$ cat src/common/fault_resp_regs.svh
`ifndef FAULT_RESP_REGS_SVH
`define FAULT_RESP_REGS_SVH

// bus geometry
`define FRM_ADDR_W        8
`define FRM_DATA_W        32
`define FRM_STATUS_W      12
`define FRM_EVENT_W       16

// register byte addresses
`define OFF_STATUS        8'h00
`define OFF_ALARM_MASK    8'h04
`define OFF_WARN_MASK     8'h08
`define OFF_FAILSAFE      8'h0c
`define OFF_IRQ_MASK      8'h10
`define OFF_STATE         8'h14

// status bit positions
`define ST_CLOCK_WATCH    0
`define ST_REG_PRI        1
`define ST_REG_SEC        2
`define ST_SERIAL         3
`define ST_SETUP_PRI      4
`define ST_SETUP_SEC      5
`define ST_CALIB_PRI      6
`define ST_CALIB_SEC      7
`define ST_SELFTEST_PRI   8
`define ST_SELFTEST_SEC   9
`define ST_COMM_PRI       10
`define ST_COMM_SEC       11

// which faults may reach the alarm, warning and gate outputs at all
`define ALARM_MAP         12'hfff
`define WARN_MAP          12'h3c8
`define ALWAYS_PL_MAP     12'h341
`define SELECT_PL_MAP     12'hcbe

// reset values
`define ALARM_MASK_RST    12'hbf7
`define WARN_MASK_RST     12'h3c8
`define FAILSAFE_RST      12'hcb6
`define IRQ_MASK_RST      12'h000

// state register fields
`define STATE_GATE_PL     0
`define STATE_SPI_EN      1
`define STATE_LOCK        2
`define STATE_ALARM       3
`define STATE_WARN        4

`endif

$ cat src/common/fault_pkg.sv
package fault_pkg;

  typedef struct packed {
    logic clock_watch_sec;
    logic regulator_pri_uv;
    logic regulator_pri_ov;
    logic regulator_sec_uv;
    logic regulator_sec_ov;
    logic first_internal_regulator_ov;
    logic second_internal_regulator_ov;
    logic serial_clock_err;
    logic serial_addr_err;
    logic serial_crc_err;
    logic setup_crc_pri;
    logic setup_crc_sec;
    logic calib_crc_pri;
    logic calib_crc_sec;
    logic selftest_pri;
    logic selftest_sec;
  } fault_events_t;

  typedef struct packed {
    logic [7:0]  addr;
    logic [31:0] wdata;
    logic        wr;
    logic        rd;
  } bus_req_t;

  typedef enum logic {
    GATE_NO_ACTION,
    GATE_PULL_LOW
  } gate_action_t;

endpackage

$ cat src/logic/pin_sync3.sv
`timescale 1ns/10ps
module pin_sync3 #(
  parameter int WIDTH = 16
) (
  input  wire logic             clock,
  input  wire logic             rst_n,
  input  wire logic [WIDTH-1:0] din,
  output logic      [WIDTH-1:0] dout
);

  logic [WIDTH-1:0] s1_q;
  logic [WIDTH-1:0] s2_q;
  logic [WIDTH-1:0] s3_q;

  always_ff @(posedge clock) begin
    if (!rst_n) begin
      s1_q <= '0;
      s2_q <= '0;
      s3_q <= '0;
    end else begin
      s1_q <= din;
      s2_q <= s1_q;
      s3_q <= s2_q;
    end
  end

  // a bit moves only once stages two and three agree
  always_ff @(posedge clock) begin
    if (!rst_n) begin
      dout <= '0;
    end else begin
      for (int i = 0; i < WIDTH; i++) begin
        if (s2_q[i] == s3_q[i]) begin
          dout[i] <= s3_q[i];
        end
      end
    end
  end

endmodule

$ cat src/logic/sticky_bank.sv
`timescale 1ns/10ps
module sticky_bank #(
  parameter int WIDTH = 12
) (
  input  wire logic             clock,
  input  wire logic             rst_n,
  input  wire logic [WIDTH-1:0] set_in,
  input  wire logic [WIDTH-1:0] clr_in,
  output logic      [WIDTH-1:0] q
);

  // set after clear: an event in the clearing cycle survives
  always_ff @(posedge clock) begin
    if (!rst_n) begin
      q <= '0;
    end else begin
      q <= (q & ~clr_in) | set_in;
    end
  end

endmodule

$ cat src/logic/fault_response_manager.sv
// Added by the designer: the placing of the registers and the address-and-strobe port.
`timescale 1ns/10ps
`include "fault_resp_regs.svh"
// What this block does
// - secondary clock fault: flag, pull gate low, port stays on, alarm per mask
// - regulator under/over voltage: side flag, fail-safe pull low, port on, alarm
// - first regulator overvoltage: secondary link fault, port disabled, alarm
// - second regulator overvoltage: primary link fault, fail-safe pull low, alarm only per mask, port on
// - serial clock/address/crc faults share a flag; warning, alarm only per mask, selectable gate action
// - setup checksum mismatch: side flag, fail-safe pull low, alarm per mask
// - calibration checksum: primary always pulls low, secondary selectable; alarm and warning
// - self-test failure: side flag, pull low, alarm and warning per mask
// - gate actions are no action or pull low; port enabled or disabled
module fault_response_manager (
  input  wire logic                     clock,
  input  wire logic                     rst_n,
  input  wire fault_pkg::bus_req_t      bus,
  output logic [`FRM_DATA_W-1:0]        rdata,
  input  wire fault_pkg::fault_events_t fault_raw,
  output logic                          gate_pull_low,
  output logic                          serial_port_enable,
  output logic                          alarm_pin_n,
  output logic                          warning_pin_n,
  output logic                          irq
);

  logic [`FRM_EVENT_W-1:0]    fault_clean;
  fault_pkg::fault_events_t   ev;
  logic [`FRM_STATUS_W-1:0]   status_set;
  logic [`FRM_STATUS_W-1:0]   status_clr;
  logic [`FRM_STATUS_W-1:0]   status;
  logic [`FRM_STATUS_W-1:0]   alarm_mask_q;
  logic [`FRM_STATUS_W-1:0]   warn_mask_q;
  logic [`FRM_STATUS_W-1:0]   failsafe_q;
  logic [`FRM_STATUS_W-1:0]   irq_mask_q;
  logic                       port_lock_q;
  logic                       port_lock_d;
  fault_pkg::gate_action_t    gate_action_d;
  logic                       alarm_active;
  logic                       warn_active;
  logic                       irq_active;
  logic                       wr_status;
  logic                       wr_alarm_mask;
  logic                       wr_warn_mask;
  logic                       wr_failsafe;
  logic                       wr_irq_mask;
  logic [`FRM_DATA_W-1:0]     rdata_d;
  logic [`FRM_STATUS_W-1:0]   wr_field;
  logic                       reg_pri_event;
  logic                       reg_sec_event;
  logic                       serial_event;
  logic                       lock_event;
  logic                       always_pl_hit;
  logic                       select_pl_hit;
  logic [`FRM_STATUS_W-1:0]   select_pl_live;
  logic [`FRM_STATUS_W-1:0]   alarm_live;
  logic [`FRM_STATUS_W-1:0]   warn_live;
  logic [`FRM_DATA_W-1:0]     state_word;

  function automatic logic any_masked(
    input logic [`FRM_STATUS_W-1:0] vec,
    input logic [`FRM_STATUS_W-1:0] mask
  );
    return |(vec & mask);
  endfunction

  function automatic logic hit(
    input logic [`FRM_ADDR_W-1:0] addr,
    input logic [`FRM_ADDR_W-1:0] offset
  );
    return addr == offset;
  endfunction

  function automatic logic wr_hit(
    input fault_pkg::bus_req_t    req,
    input logic [`FRM_ADDR_W-1:0] offset
  );
    return req.wr && hit(req.addr, offset);
  endfunction

  // detectors sit in other supply and clock regions
  pin_sync3 #(
    .WIDTH (`FRM_EVENT_W)
  ) u_sync (
    .clock (clock),
    .rst_n (rst_n),
    .din   (fault_raw),
    .dout  (fault_clean)
  );

  assign ev = fault_pkg::fault_events_t'(fault_clean);

  // register write decode
  assign wr_field      = bus.wdata[`FRM_STATUS_W-1:0];
  assign wr_status     = wr_hit(bus, `OFF_STATUS);
  assign wr_alarm_mask = wr_hit(bus, `OFF_ALARM_MASK);
  assign wr_warn_mask  = wr_hit(bus, `OFF_WARN_MASK);
  assign wr_failsafe   = wr_hit(bus, `OFF_FAILSAFE);
  assign wr_irq_mask   = wr_hit(bus, `OFF_IRQ_MASK);

  // both directions of a regulator excursion share that side's flag
  assign reg_pri_event = ev.regulator_pri_uv | ev.regulator_pri_ov;
  assign reg_sec_event = ev.regulator_sec_uv | ev.regulator_sec_ov;

  // the host cannot tell the three serial errors apart from the flag alone
  assign serial_event = ev.serial_clock_err
                      | ev.serial_addr_err
                      | ev.serial_crc_err;

  // fault to status mapping
  always_comb begin
    status_set = '0;
    status_set[`ST_CLOCK_WATCH] = ev.clock_watch_sec;
    status_set[`ST_REG_PRI] = reg_pri_event;
    status_set[`ST_REG_SEC] = reg_sec_event;
    status_set[`ST_SERIAL] = serial_event;
    // checksum and self-test faults keep one flag per side
    status_set[`ST_SETUP_PRI] = ev.setup_crc_pri;
    status_set[`ST_SETUP_SEC] = ev.setup_crc_sec;
    status_set[`ST_CALIB_PRI] = ev.calib_crc_pri;
    status_set[`ST_CALIB_SEC] = ev.calib_crc_sec;
    status_set[`ST_SELFTEST_PRI] = ev.selftest_pri;
    status_set[`ST_SELFTEST_SEC] = ev.selftest_sec;
    // regulator overvoltage has no flag of its own, only the link fault
    status_set[`ST_COMM_SEC] = ev.first_internal_regulator_ov;
    status_set[`ST_COMM_PRI] = ev.second_internal_regulator_ov;
  end

  // write one to clear; zero bits leave their flags alone
  assign status_clr = wr_status ? wr_field : '0;

  sticky_bank #(
    .WIDTH (`FRM_STATUS_W)
  ) u_status (
    .clock  (clock),
    .rst_n  (rst_n),
    .set_in (status_set),
    .clr_in (status_clr),
    .q      (status)
  );

  // configuration registers, one concern each
  always_ff @(posedge clock) begin
    if (!rst_n) begin
      alarm_mask_q <= `ALARM_MASK_RST;
    end else if (wr_alarm_mask) begin
      alarm_mask_q <= wr_field;
    end
  end

  always_ff @(posedge clock) begin
    if (!rst_n) begin
      warn_mask_q <= `WARN_MASK_RST;
    end else if (wr_warn_mask) begin
      warn_mask_q <= wr_field;
    end
  end

  always_ff @(posedge clock) begin
    if (!rst_n) begin
      failsafe_q <= `FAILSAFE_RST;
    end else if (wr_failsafe) begin
      failsafe_q <= wr_field;
    end
  end

  always_ff @(posedge clock) begin
    if (!rst_n) begin
      irq_mask_q <= `IRQ_MASK_RST;
    end else if (wr_irq_mask) begin
      irq_mask_q <= wr_field;
    end
  end

  // port lockout survives a status clear; only a power cycle (reset) lifts it
  assign lock_event  = ev.first_internal_regulator_ov;
  assign port_lock_d = port_lock_q | lock_event;

  always_ff @(posedge clock) begin
    if (!rst_n) begin
      port_lock_q <= 1'b0;
    end else begin
      port_lock_q <= port_lock_d;
    end
  end

  // every other fault leaves the port enabled
  always_ff @(posedge clock) begin
    if (!rst_n) begin
      serial_port_enable <= 1'b1;
    end else begin
      serial_port_enable <= ~port_lock_d;
    end
  end

  // fail-safe bits outside the selectable set are ignored; fixed faults pull low regardless
  assign select_pl_live = failsafe_q & `SELECT_PL_MAP;
  assign always_pl_hit  = any_masked(status, `ALWAYS_PL_MAP);
  assign select_pl_hit  = any_masked(status, select_pl_live);

  // gate action: fixed pull-low faults plus fail-safe selected ones
  always_comb begin
    case ({always_pl_hit, select_pl_hit})
      2'h0: begin
        gate_action_d = fault_pkg::GATE_NO_ACTION;
      end
      default: begin
        gate_action_d = fault_pkg::GATE_PULL_LOW;
      end
    endcase
  end

  always_ff @(posedge clock) begin
    if (!rst_n) begin
      gate_pull_low <= 1'b0;
    end else begin
      gate_pull_low <= (gate_action_d == fault_pkg::GATE_PULL_LOW);
    end
  end

  // pins and interrupt; mask bits outside a pin's map cannot route a fault there
  assign alarm_live   = alarm_mask_q & `ALARM_MAP;
  assign warn_live    = warn_mask_q & `WARN_MAP;
  assign alarm_active = any_masked(status, alarm_live);
  assign warn_active  = any_masked(status, warn_live);
  assign irq_active   = any_masked(status, irq_mask_q);

  always_ff @(posedge clock) begin
    if (!rst_n) begin
      alarm_pin_n <= 1'b1;
    end else begin
      alarm_pin_n <= ~alarm_active;
    end
  end

  always_ff @(posedge clock) begin
    if (!rst_n) begin
      warning_pin_n <= 1'b1;
    end else begin
      warning_pin_n <= ~warn_active;
    end
  end

  // a level, not a pulse: stays up until the flag is cleared or masked
  always_ff @(posedge clock) begin
    if (!rst_n) begin
      irq <= 1'b0;
    end else begin
      irq <= irq_active;
    end
  end

  // snapshot of the gate, port, alarm and warning outputs and the port lock, read-only for software
  always_comb begin
    state_word                 = '0;
    state_word[`STATE_GATE_PL] = gate_pull_low;
    state_word[`STATE_SPI_EN]  = serial_port_enable;
    state_word[`STATE_LOCK]    = port_lock_q;
    state_word[`STATE_ALARM]   = ~alarm_pin_n;
    state_word[`STATE_WARN]    = ~warning_pin_n;
  end

  // read mux; unmapped offsets read zero, upper bits always zero
  always_comb begin
    rdata_d = '0;
    case (bus.addr)
      `OFF_STATUS: begin
        rdata_d[`FRM_STATUS_W-1:0] = status;
      end
      `OFF_ALARM_MASK: begin
        rdata_d[`FRM_STATUS_W-1:0] = alarm_mask_q;
      end
      `OFF_WARN_MASK: begin
        rdata_d[`FRM_STATUS_W-1:0] = warn_mask_q;
      end
      `OFF_FAILSAFE: begin
        rdata_d[`FRM_STATUS_W-1:0] = failsafe_q;
      end
      `OFF_IRQ_MASK: begin
        rdata_d[`FRM_STATUS_W-1:0] = irq_mask_q;
      end
      `OFF_STATE: begin
        rdata_d = state_word;
      end
      default: begin
        rdata_d = '0;
      end
    endcase
  end

  // data stand only in the cycle after the read strobe
  always_ff @(posedge clock) begin
    if (!rst_n) begin
      rdata <= '0;
    end else if (bus.rd) begin
      rdata <= rdata_d;
    end else begin
      rdata <= '0;
    end
  end

endmodule

$ cat config.mk
export PLATFORM = sky130hd
export DESIGN_NAME = fault_response_manager
export DESIGN_NICKNAME = d
export VERILOG_FILES = /design/src/common/fault_pkg.sv /design/src/logic/pin_sync3.sv /design/src/logic/sticky_bank.sv /design/src/logic/fault_response_manager.sv
export VERILOG_INCLUDE_DIRS = /design/src /design/src/common
export SDC_FILE = /design/constraint.sdc
export NUM_CORES = 1
export LEC_CHECK = 0
export BUFFER_PORTS_ARGS = -buffer_cell sky130_fd_sc_hd__clkbuf_2
export CAP_MARGIN = 20
export CORE_ASPECT_RATIO = 0.6
export CORE_MARGIN = 4
export CORE_UTILIZATION = 46
export DETAILED_ROUTE_END_ITERATION = 10
export GPL_ROUTABILITY_DRIVEN = 1
export PLACE_DENSITY = 0.7
export SLEW_MARGIN = 25
export SYNTH_ARGS = -nofsm -noshare
export SYNTH_HDL_FRONTEND = slang
export SYNTH_HIERARCHICAL = 1
export SYNTH_SLANG_ARGS = --single-unit
$ cat constraint.sdc
create_clock -name clock -period 3.9 [get_ports clock]
set_clock_uncertainty 0.1 [all_clocks]
set_input_delay 0.195 -clock clock [delete_from_list [all_inputs] [get_ports clock]]
set_output_delay 0.195 -clock clock [all_outputs]
set_load 0.02 [all_outputs]
-- Word-level counts from Yosys, hierarchy flattened
Cells that the tools add are included.
- eq/ne operators: 21
- reduce and logical (&&, ||, !) cells: 13
- mux-type cells: 3
- bitwise gates (word level): 17
- operator list (kind ; number):
    one-hot mux 12 bit (6 select lines) ; 1
    bitwise AND 12 bit ; 4
    OR reduction 12 bit ; 4
    == test 1 bit ; 16
    == test 8 x 4 -> 1 bit, second input constant ; 2
    == test 8 x 5 -> 1 bit, second input constant ; 2
    bitwise AND 12 x 10 -> 12 bit ; 1
    two-way mux 12 bit ; 1
    inverter 12 bit ; 1
    OR 12 bit ; 1
    == test 8 x 3 -> 1 bit, second input constant ; 1
    zero test 8 bit ; 1
    logical AND 1 bit ; 5
    inverter 1 bit ; 5
    OR 1 bit ; 5
    OR reduction 4 bit ; 1
    zero test 2 bit ; 1
    AND reduction 2 bit ; 1
    two-way mux 1 bit ; 1
- logic and storage cells: 86
- register bits: 162
- bits of input ports: 60
- output and inout bits: 37

-- Logic depth before layout (Yosys ltp)
- word-level depth: 6
- mapped depth: 7
- depth with buffers taken out: 5

-- Modules after synthesis
The synthesis kept the hierarchy.
- modules (own cells, without submodules) (module ; instances ; cells an instance ; area each (um2) ; sequential area each (um2)):
    fault_response_manager ; 1 ; 349 ; 3130.5 ; 1321.3
    pin_sync3 ; 1 ; 167 ; 1895.6 ; 1281.2
    sticky_bank ; 1 ; 37 ; 416.6 ; 240.2

-- Worst setup path after synthesis
No wires, ideal clock.
- path kind: in2reg
- start point: in bus[37] (netlist bit)
- end point: reg u_status.q[3]
- setup slack: 2.400 ns
- required time: 3.685 ns
- cell stages on the path: 7
- arrival time: 1.286 ns
- cells stage by stage: buf_2 > nor2b_1 > and4_1 > clkbuf_1 > and2_1 > nor2b_1 > o21a_1
- word-level cells in the longest chain between the ends: 6
- ends and longest elaborated chain (what ; RTL line ; text):
    start: declaration ; fault_response_manager.sv:17 ; input wire fault_pkg::bus_req_t bus,
    zero test 8 bit ; fault_response_manager.sv:71 ; return addr == offset;
    logical AND 1 bit ; fault_response_manager.sv:78 ; return req.wr && hit(req.addr, offset);
    two-way mux 12 bit ; fault_response_manager.sv:130 ; assign status_clr = wr_status ? wr_field : '0;
    net status_clr[3] ; fault_response_manager.sv:30 ; logic [`FRM_STATUS_W-1:0] status_clr;
    inverter 12 bit ; sticky_bank.sv:17 ; q <= (q & ~clr_in) | set_in;
    bitwise AND 12 bit ; sticky_bank.sv:17 ;
    OR 12 bit ; sticky_bank.sv:17 ;
    end signal: assignment ; sticky_bank.sv:17 ;
    end: declaration ; sticky_bank.sv:9 ; output logic [WIDTH-1:0] q
The timed path passes the listed nets, and every way through them passes these cells.
A chain may end at the register's enable or synchronous reset.

-- Worst setup path in the final report
- start point: in bus[37] (netlist bit)
- end point: reg warn_mask_q[8]
- word-level cells in the longest chain between the ends: 2
- ends and longest elaborated chain (what ; RTL line ; text):
    == test 8 x 4 -> 1 bit ; fault_response_manager.sv:71 ;
    logical AND 1 bit ; fault_response_manager.sv:78 ;
    end signal: assignment ; fault_response_manager.sv:153 ; warn_mask_q <= `WARN_MASK_RST;
    end signal: assignment ; fault_response_manager.sv:155 ; warn_mask_q <= wr_field;
    end: declaration ; fault_response_manager.sv:33 ; logic [`FRM_STATUS_W-1:0] warn_mask_q;
Every way passes these cells.

==> flow_metrics.tcl <==
set metrics [dict create \
    status "complete, no violations" \
    first_iter_violations 298 \
    sequentialPowerShare 0.440 \
    reg2reg_slack_ns 2.45 \
    grt_pass1_vias 4202 \
    combinationalPowerShare 0.050 \
    top_layer "met4" \
    nFillCells 1006 \
    synthAdderAreaFrac 0 \
    synth_seq_cells 142 \
    seq_area_frac_synth 0.522 \
    internal-power_w 0.00267 \
    critPathLaunchType "input port" \
    first_pass_iters 5 \
    cts_made_buffers 17 \
    wirelength_um 13100 \
    grt_pass1_wl_um 21200 \
    wl_met3_um 1210 \
    fin_crit_ns 2.23 \
    antenna_found_initial 0 \
    portBuffers 56 \
    timing.rr.start "u_status/q[2]" \
    cts_resized 0 \
    crit_path_end "warn_mask_q[8]" \
    core_area_um2 11400 \
    grt_overflow 0 \
    path_clk_slew_ns 0.06 \
    muxShareOfSynthArea 0.0816 \
    grt_max_degree 131 \
    drive_above_1_share 0.154 \
    fmax_ghz 0.448 \
    ff2ff_path_depth 4 \
    p_leak_nw 2.85 \
    slew_headroom 0.438 \
    rsz0062_at_grt "false" \
    synth_top_family_by_area "simple AND/OR/NAND/NOR gates" \
    fp.dieH_um 92.3 \
    synthFlopType "dfxtp_1" \
    synth_edf_count 0 \
    clock_latency_ns 0.41 \
    clockPowerShare 0.509 \
    fp.dieArea_um2 13700 \
    clk_path_buf_depth 2 \
    synthArstFlopShare 0 \
    synth_xor_area_frac 0 \
    viasPerCell 5.27 \
    stdcell_area_um2 6680 \
    finalSetupTns_ns 0 \
    core.rowCount 30 \
    syn_inst 553 \
    ys_warn_count 6 \
    placed_area_um2 5720 \
    p_total_w 0.00337 \
    dp_hpwl_um 8670 \
    nets 691 \
    r2r-end "alarm_pin_n" \
    yosys.area_share.simple 0.181 \
    synth_cell_types 42 \
    period_share 0.572 \
    drc 0 \
    track_usage 0.199 \
    netSwitchingFraction 0.208 \
    tightest_slew_ns 0.841 \
    arrival_ns 2.43 \
    crit_type "input port to register" \
    cp-startpoint "bus[37]" \
    setup_viol 0 \
    peakVddDrop_mv 0.401 \
    cts_tree "yes" \
    avgRoutedWirePerCell_um 16.3 \
    die_x_um 148 \
    synthToLayoutAreaGrowth_pct 22.6 \
    synth_compound_area_frac 0.157 \
    slew_violations 0 \
    antennaDiodeCount 0 \
    via_count 4238 \
    crit_fanout 26 \
    htreeDepth 4 \
    power.density_nw_per_um2 505 \
    clkSinkCount 142 \
    drt-met1-wl_um 6030 \
    gp_congestion 0.903 \
    required_ns 4.10 \
    hold_class "input port to register" \
    ant_nets 0 \
    avgSynthCellArea_um2 9.84 \
    power_switching_w 0.000700 \
    cap_violations 0 \
    endpoint_kind "register" \
    start_util 0.477 \
    root_buffer "clkbuf_16" \
    io_pins 97 \
    wl_met2_um 5720 \
    synth_area_um2 5440 \
    hold_viol 0 \
]
## cell usage in the layout, fill, tap and decap left out, drive strengths merged, types with 2 or more instances in the layout
master	n
o21ai	56
inv	4
clkbuf	78
o21a	12
a2bb2oi	2
nand2	56
a31oi	2
nor2b	14
buf	4
dlygate4sd3	32
a22oi	6
nor2	10
or2	3
o2bb2ai	9
bufinv	4
dfxtp	142
o22a	2
o22ai	3
a22o	8
a221oi	8
a21boi	16
conb	20
nand4	6
mux2	3
and2	62
mux2i	41
nor3	2
clkinvlp	3
nand3	27
## stage by stage
stage / utilization / setup WS (ns) / cells / hold WS, ns
floorplan: - / 2.40 / 572 / 0.213
global placement: 0.501 / 1.60 / 740 / 0.305
detailed placement: 0.501 / 1.49 / 740 / 0.305
CTS: 0.585 / 1.67 / 804 / 0.00165
global route: 0.585 / 1.49 / 804 / 0.0772
finish: 0.585 / 1.67 / 804 / 0.0267
## state kept, by name, summed over array words and instances (netlist names)
name	count
u_sync/s2_q	16
warning_pin_n	1
alarm_pin_n	1
rdata	12
u_sync/s3_q	16
port_lock_q	1
irq	1
u_status/q	12
gate_pull_low	1
alarm_live	12
u_sync/dout	16
warn_mask_q	12
u_sync/s1_q	16
failsafe_q	12
irq_mask_q	12
serial_port_enable	1
## synthesized netlist by cell type (9+ instances only)
| library cell | count | area share |
|---|---|---|
| dfxtp_1 | 142 | 0.52 |
| nor2_1 | 10 | 0.0069 |
| a21boi_1 | 10 | 0.014 |
| nor2b_1 | 14 | 0.016 |
| buf_2 | 11 | 0.010 |
| o21ai_0 | 56 | 0.051 |
| nand3_1 | 27 | 0.025 |
| buf_4 | 22 | 0.030 |
| clkbuf_1 | 13 | 0.0090 |
| and2_1 | 61 | 0.070 |
| o21a_1 | 12 | 0.017 |
| o2bb2ai_1 | 9 | 0.014 |
| nand2_1 | 56 | 0.039 |
| mux2i_1 | 41 | 0.075 |
## critical path, stage by stage
cell and delay (ns):
clkbuf_2 0.47, and2_1 0.27, nand4_2 0.54, mux2i_1 0.34
nand2_1 0.07, dlygate4sd3_1 0.54
## how the worst min path moves through the flow
stage | start | to | slack (ns) | cells after the start
final | bus[36] | rdata[8] | 0.03 | 4
after detailed placement | fault_raw[6] | u_sync/s1_q[6] | 0.30 | 2
after floorplan | rst_n | u_status/q[11] | 0.21 | 1
after CTS | bus[36] | rdata[8] | 0.002 | 4
after global placement | fault_raw[2] | u_sync/s1_q[2] | 0.30 | 2
after global routing | bus[36] | rdata[8] | 0.08 | 4
## final cells by class
class                      count  area (µm²)  share of cell area
tap                          160         200              0.0300
sequential                   142        2840               0.426
timing repair buffer          91         629              0.0943
inverter                       3        11.3             0.00169
clock inverter                 9         156              0.0234
multi-input combinational    376        2360               0.353
clock buffer                  23         478              0.0716
## repair_timing
action | CTS | global route
hold buffers | 32 | 0
setup buffers | 0 | 0
endpoints found under the hold margin | 55 | 0
## power groups by stage
stage | registers (W) | logic, W | clock network [W]
after floorplan | 0.00151 | 0.000116 | 0
after global placement | 0.00151 | 0.000139 | 0
after detailed placement | 0.00152 | 0.000142 | 0
after CTS | 0.00148 | 0.000168 | 0.00174
after global routing | 0.00149 | 0.000187 | 0.00181
final | 0.00148 | 0.000170 | 0.00172
## cell families (layout without fill, tap and decap cells)
| family | Yosys count | after routing |
|---|---|---|
| and+or+nand+nor | 185 | 185 |
| DFF | 142 | 142 |
| AOI/OAI and AO/OA | 127 | 127 |
| buffers and inverters | 54 | 126 |
| muxes | 44 | 44 |
| other | 1 | 20 |
## metal layers
metal	GRT usage	vias up
li1	-	2039
met1	0.274	2035
met2	0.287	151
met3	0.0696	13
met4	0.0769	0
met5	0	-
(Power assumes the default switching activity.)
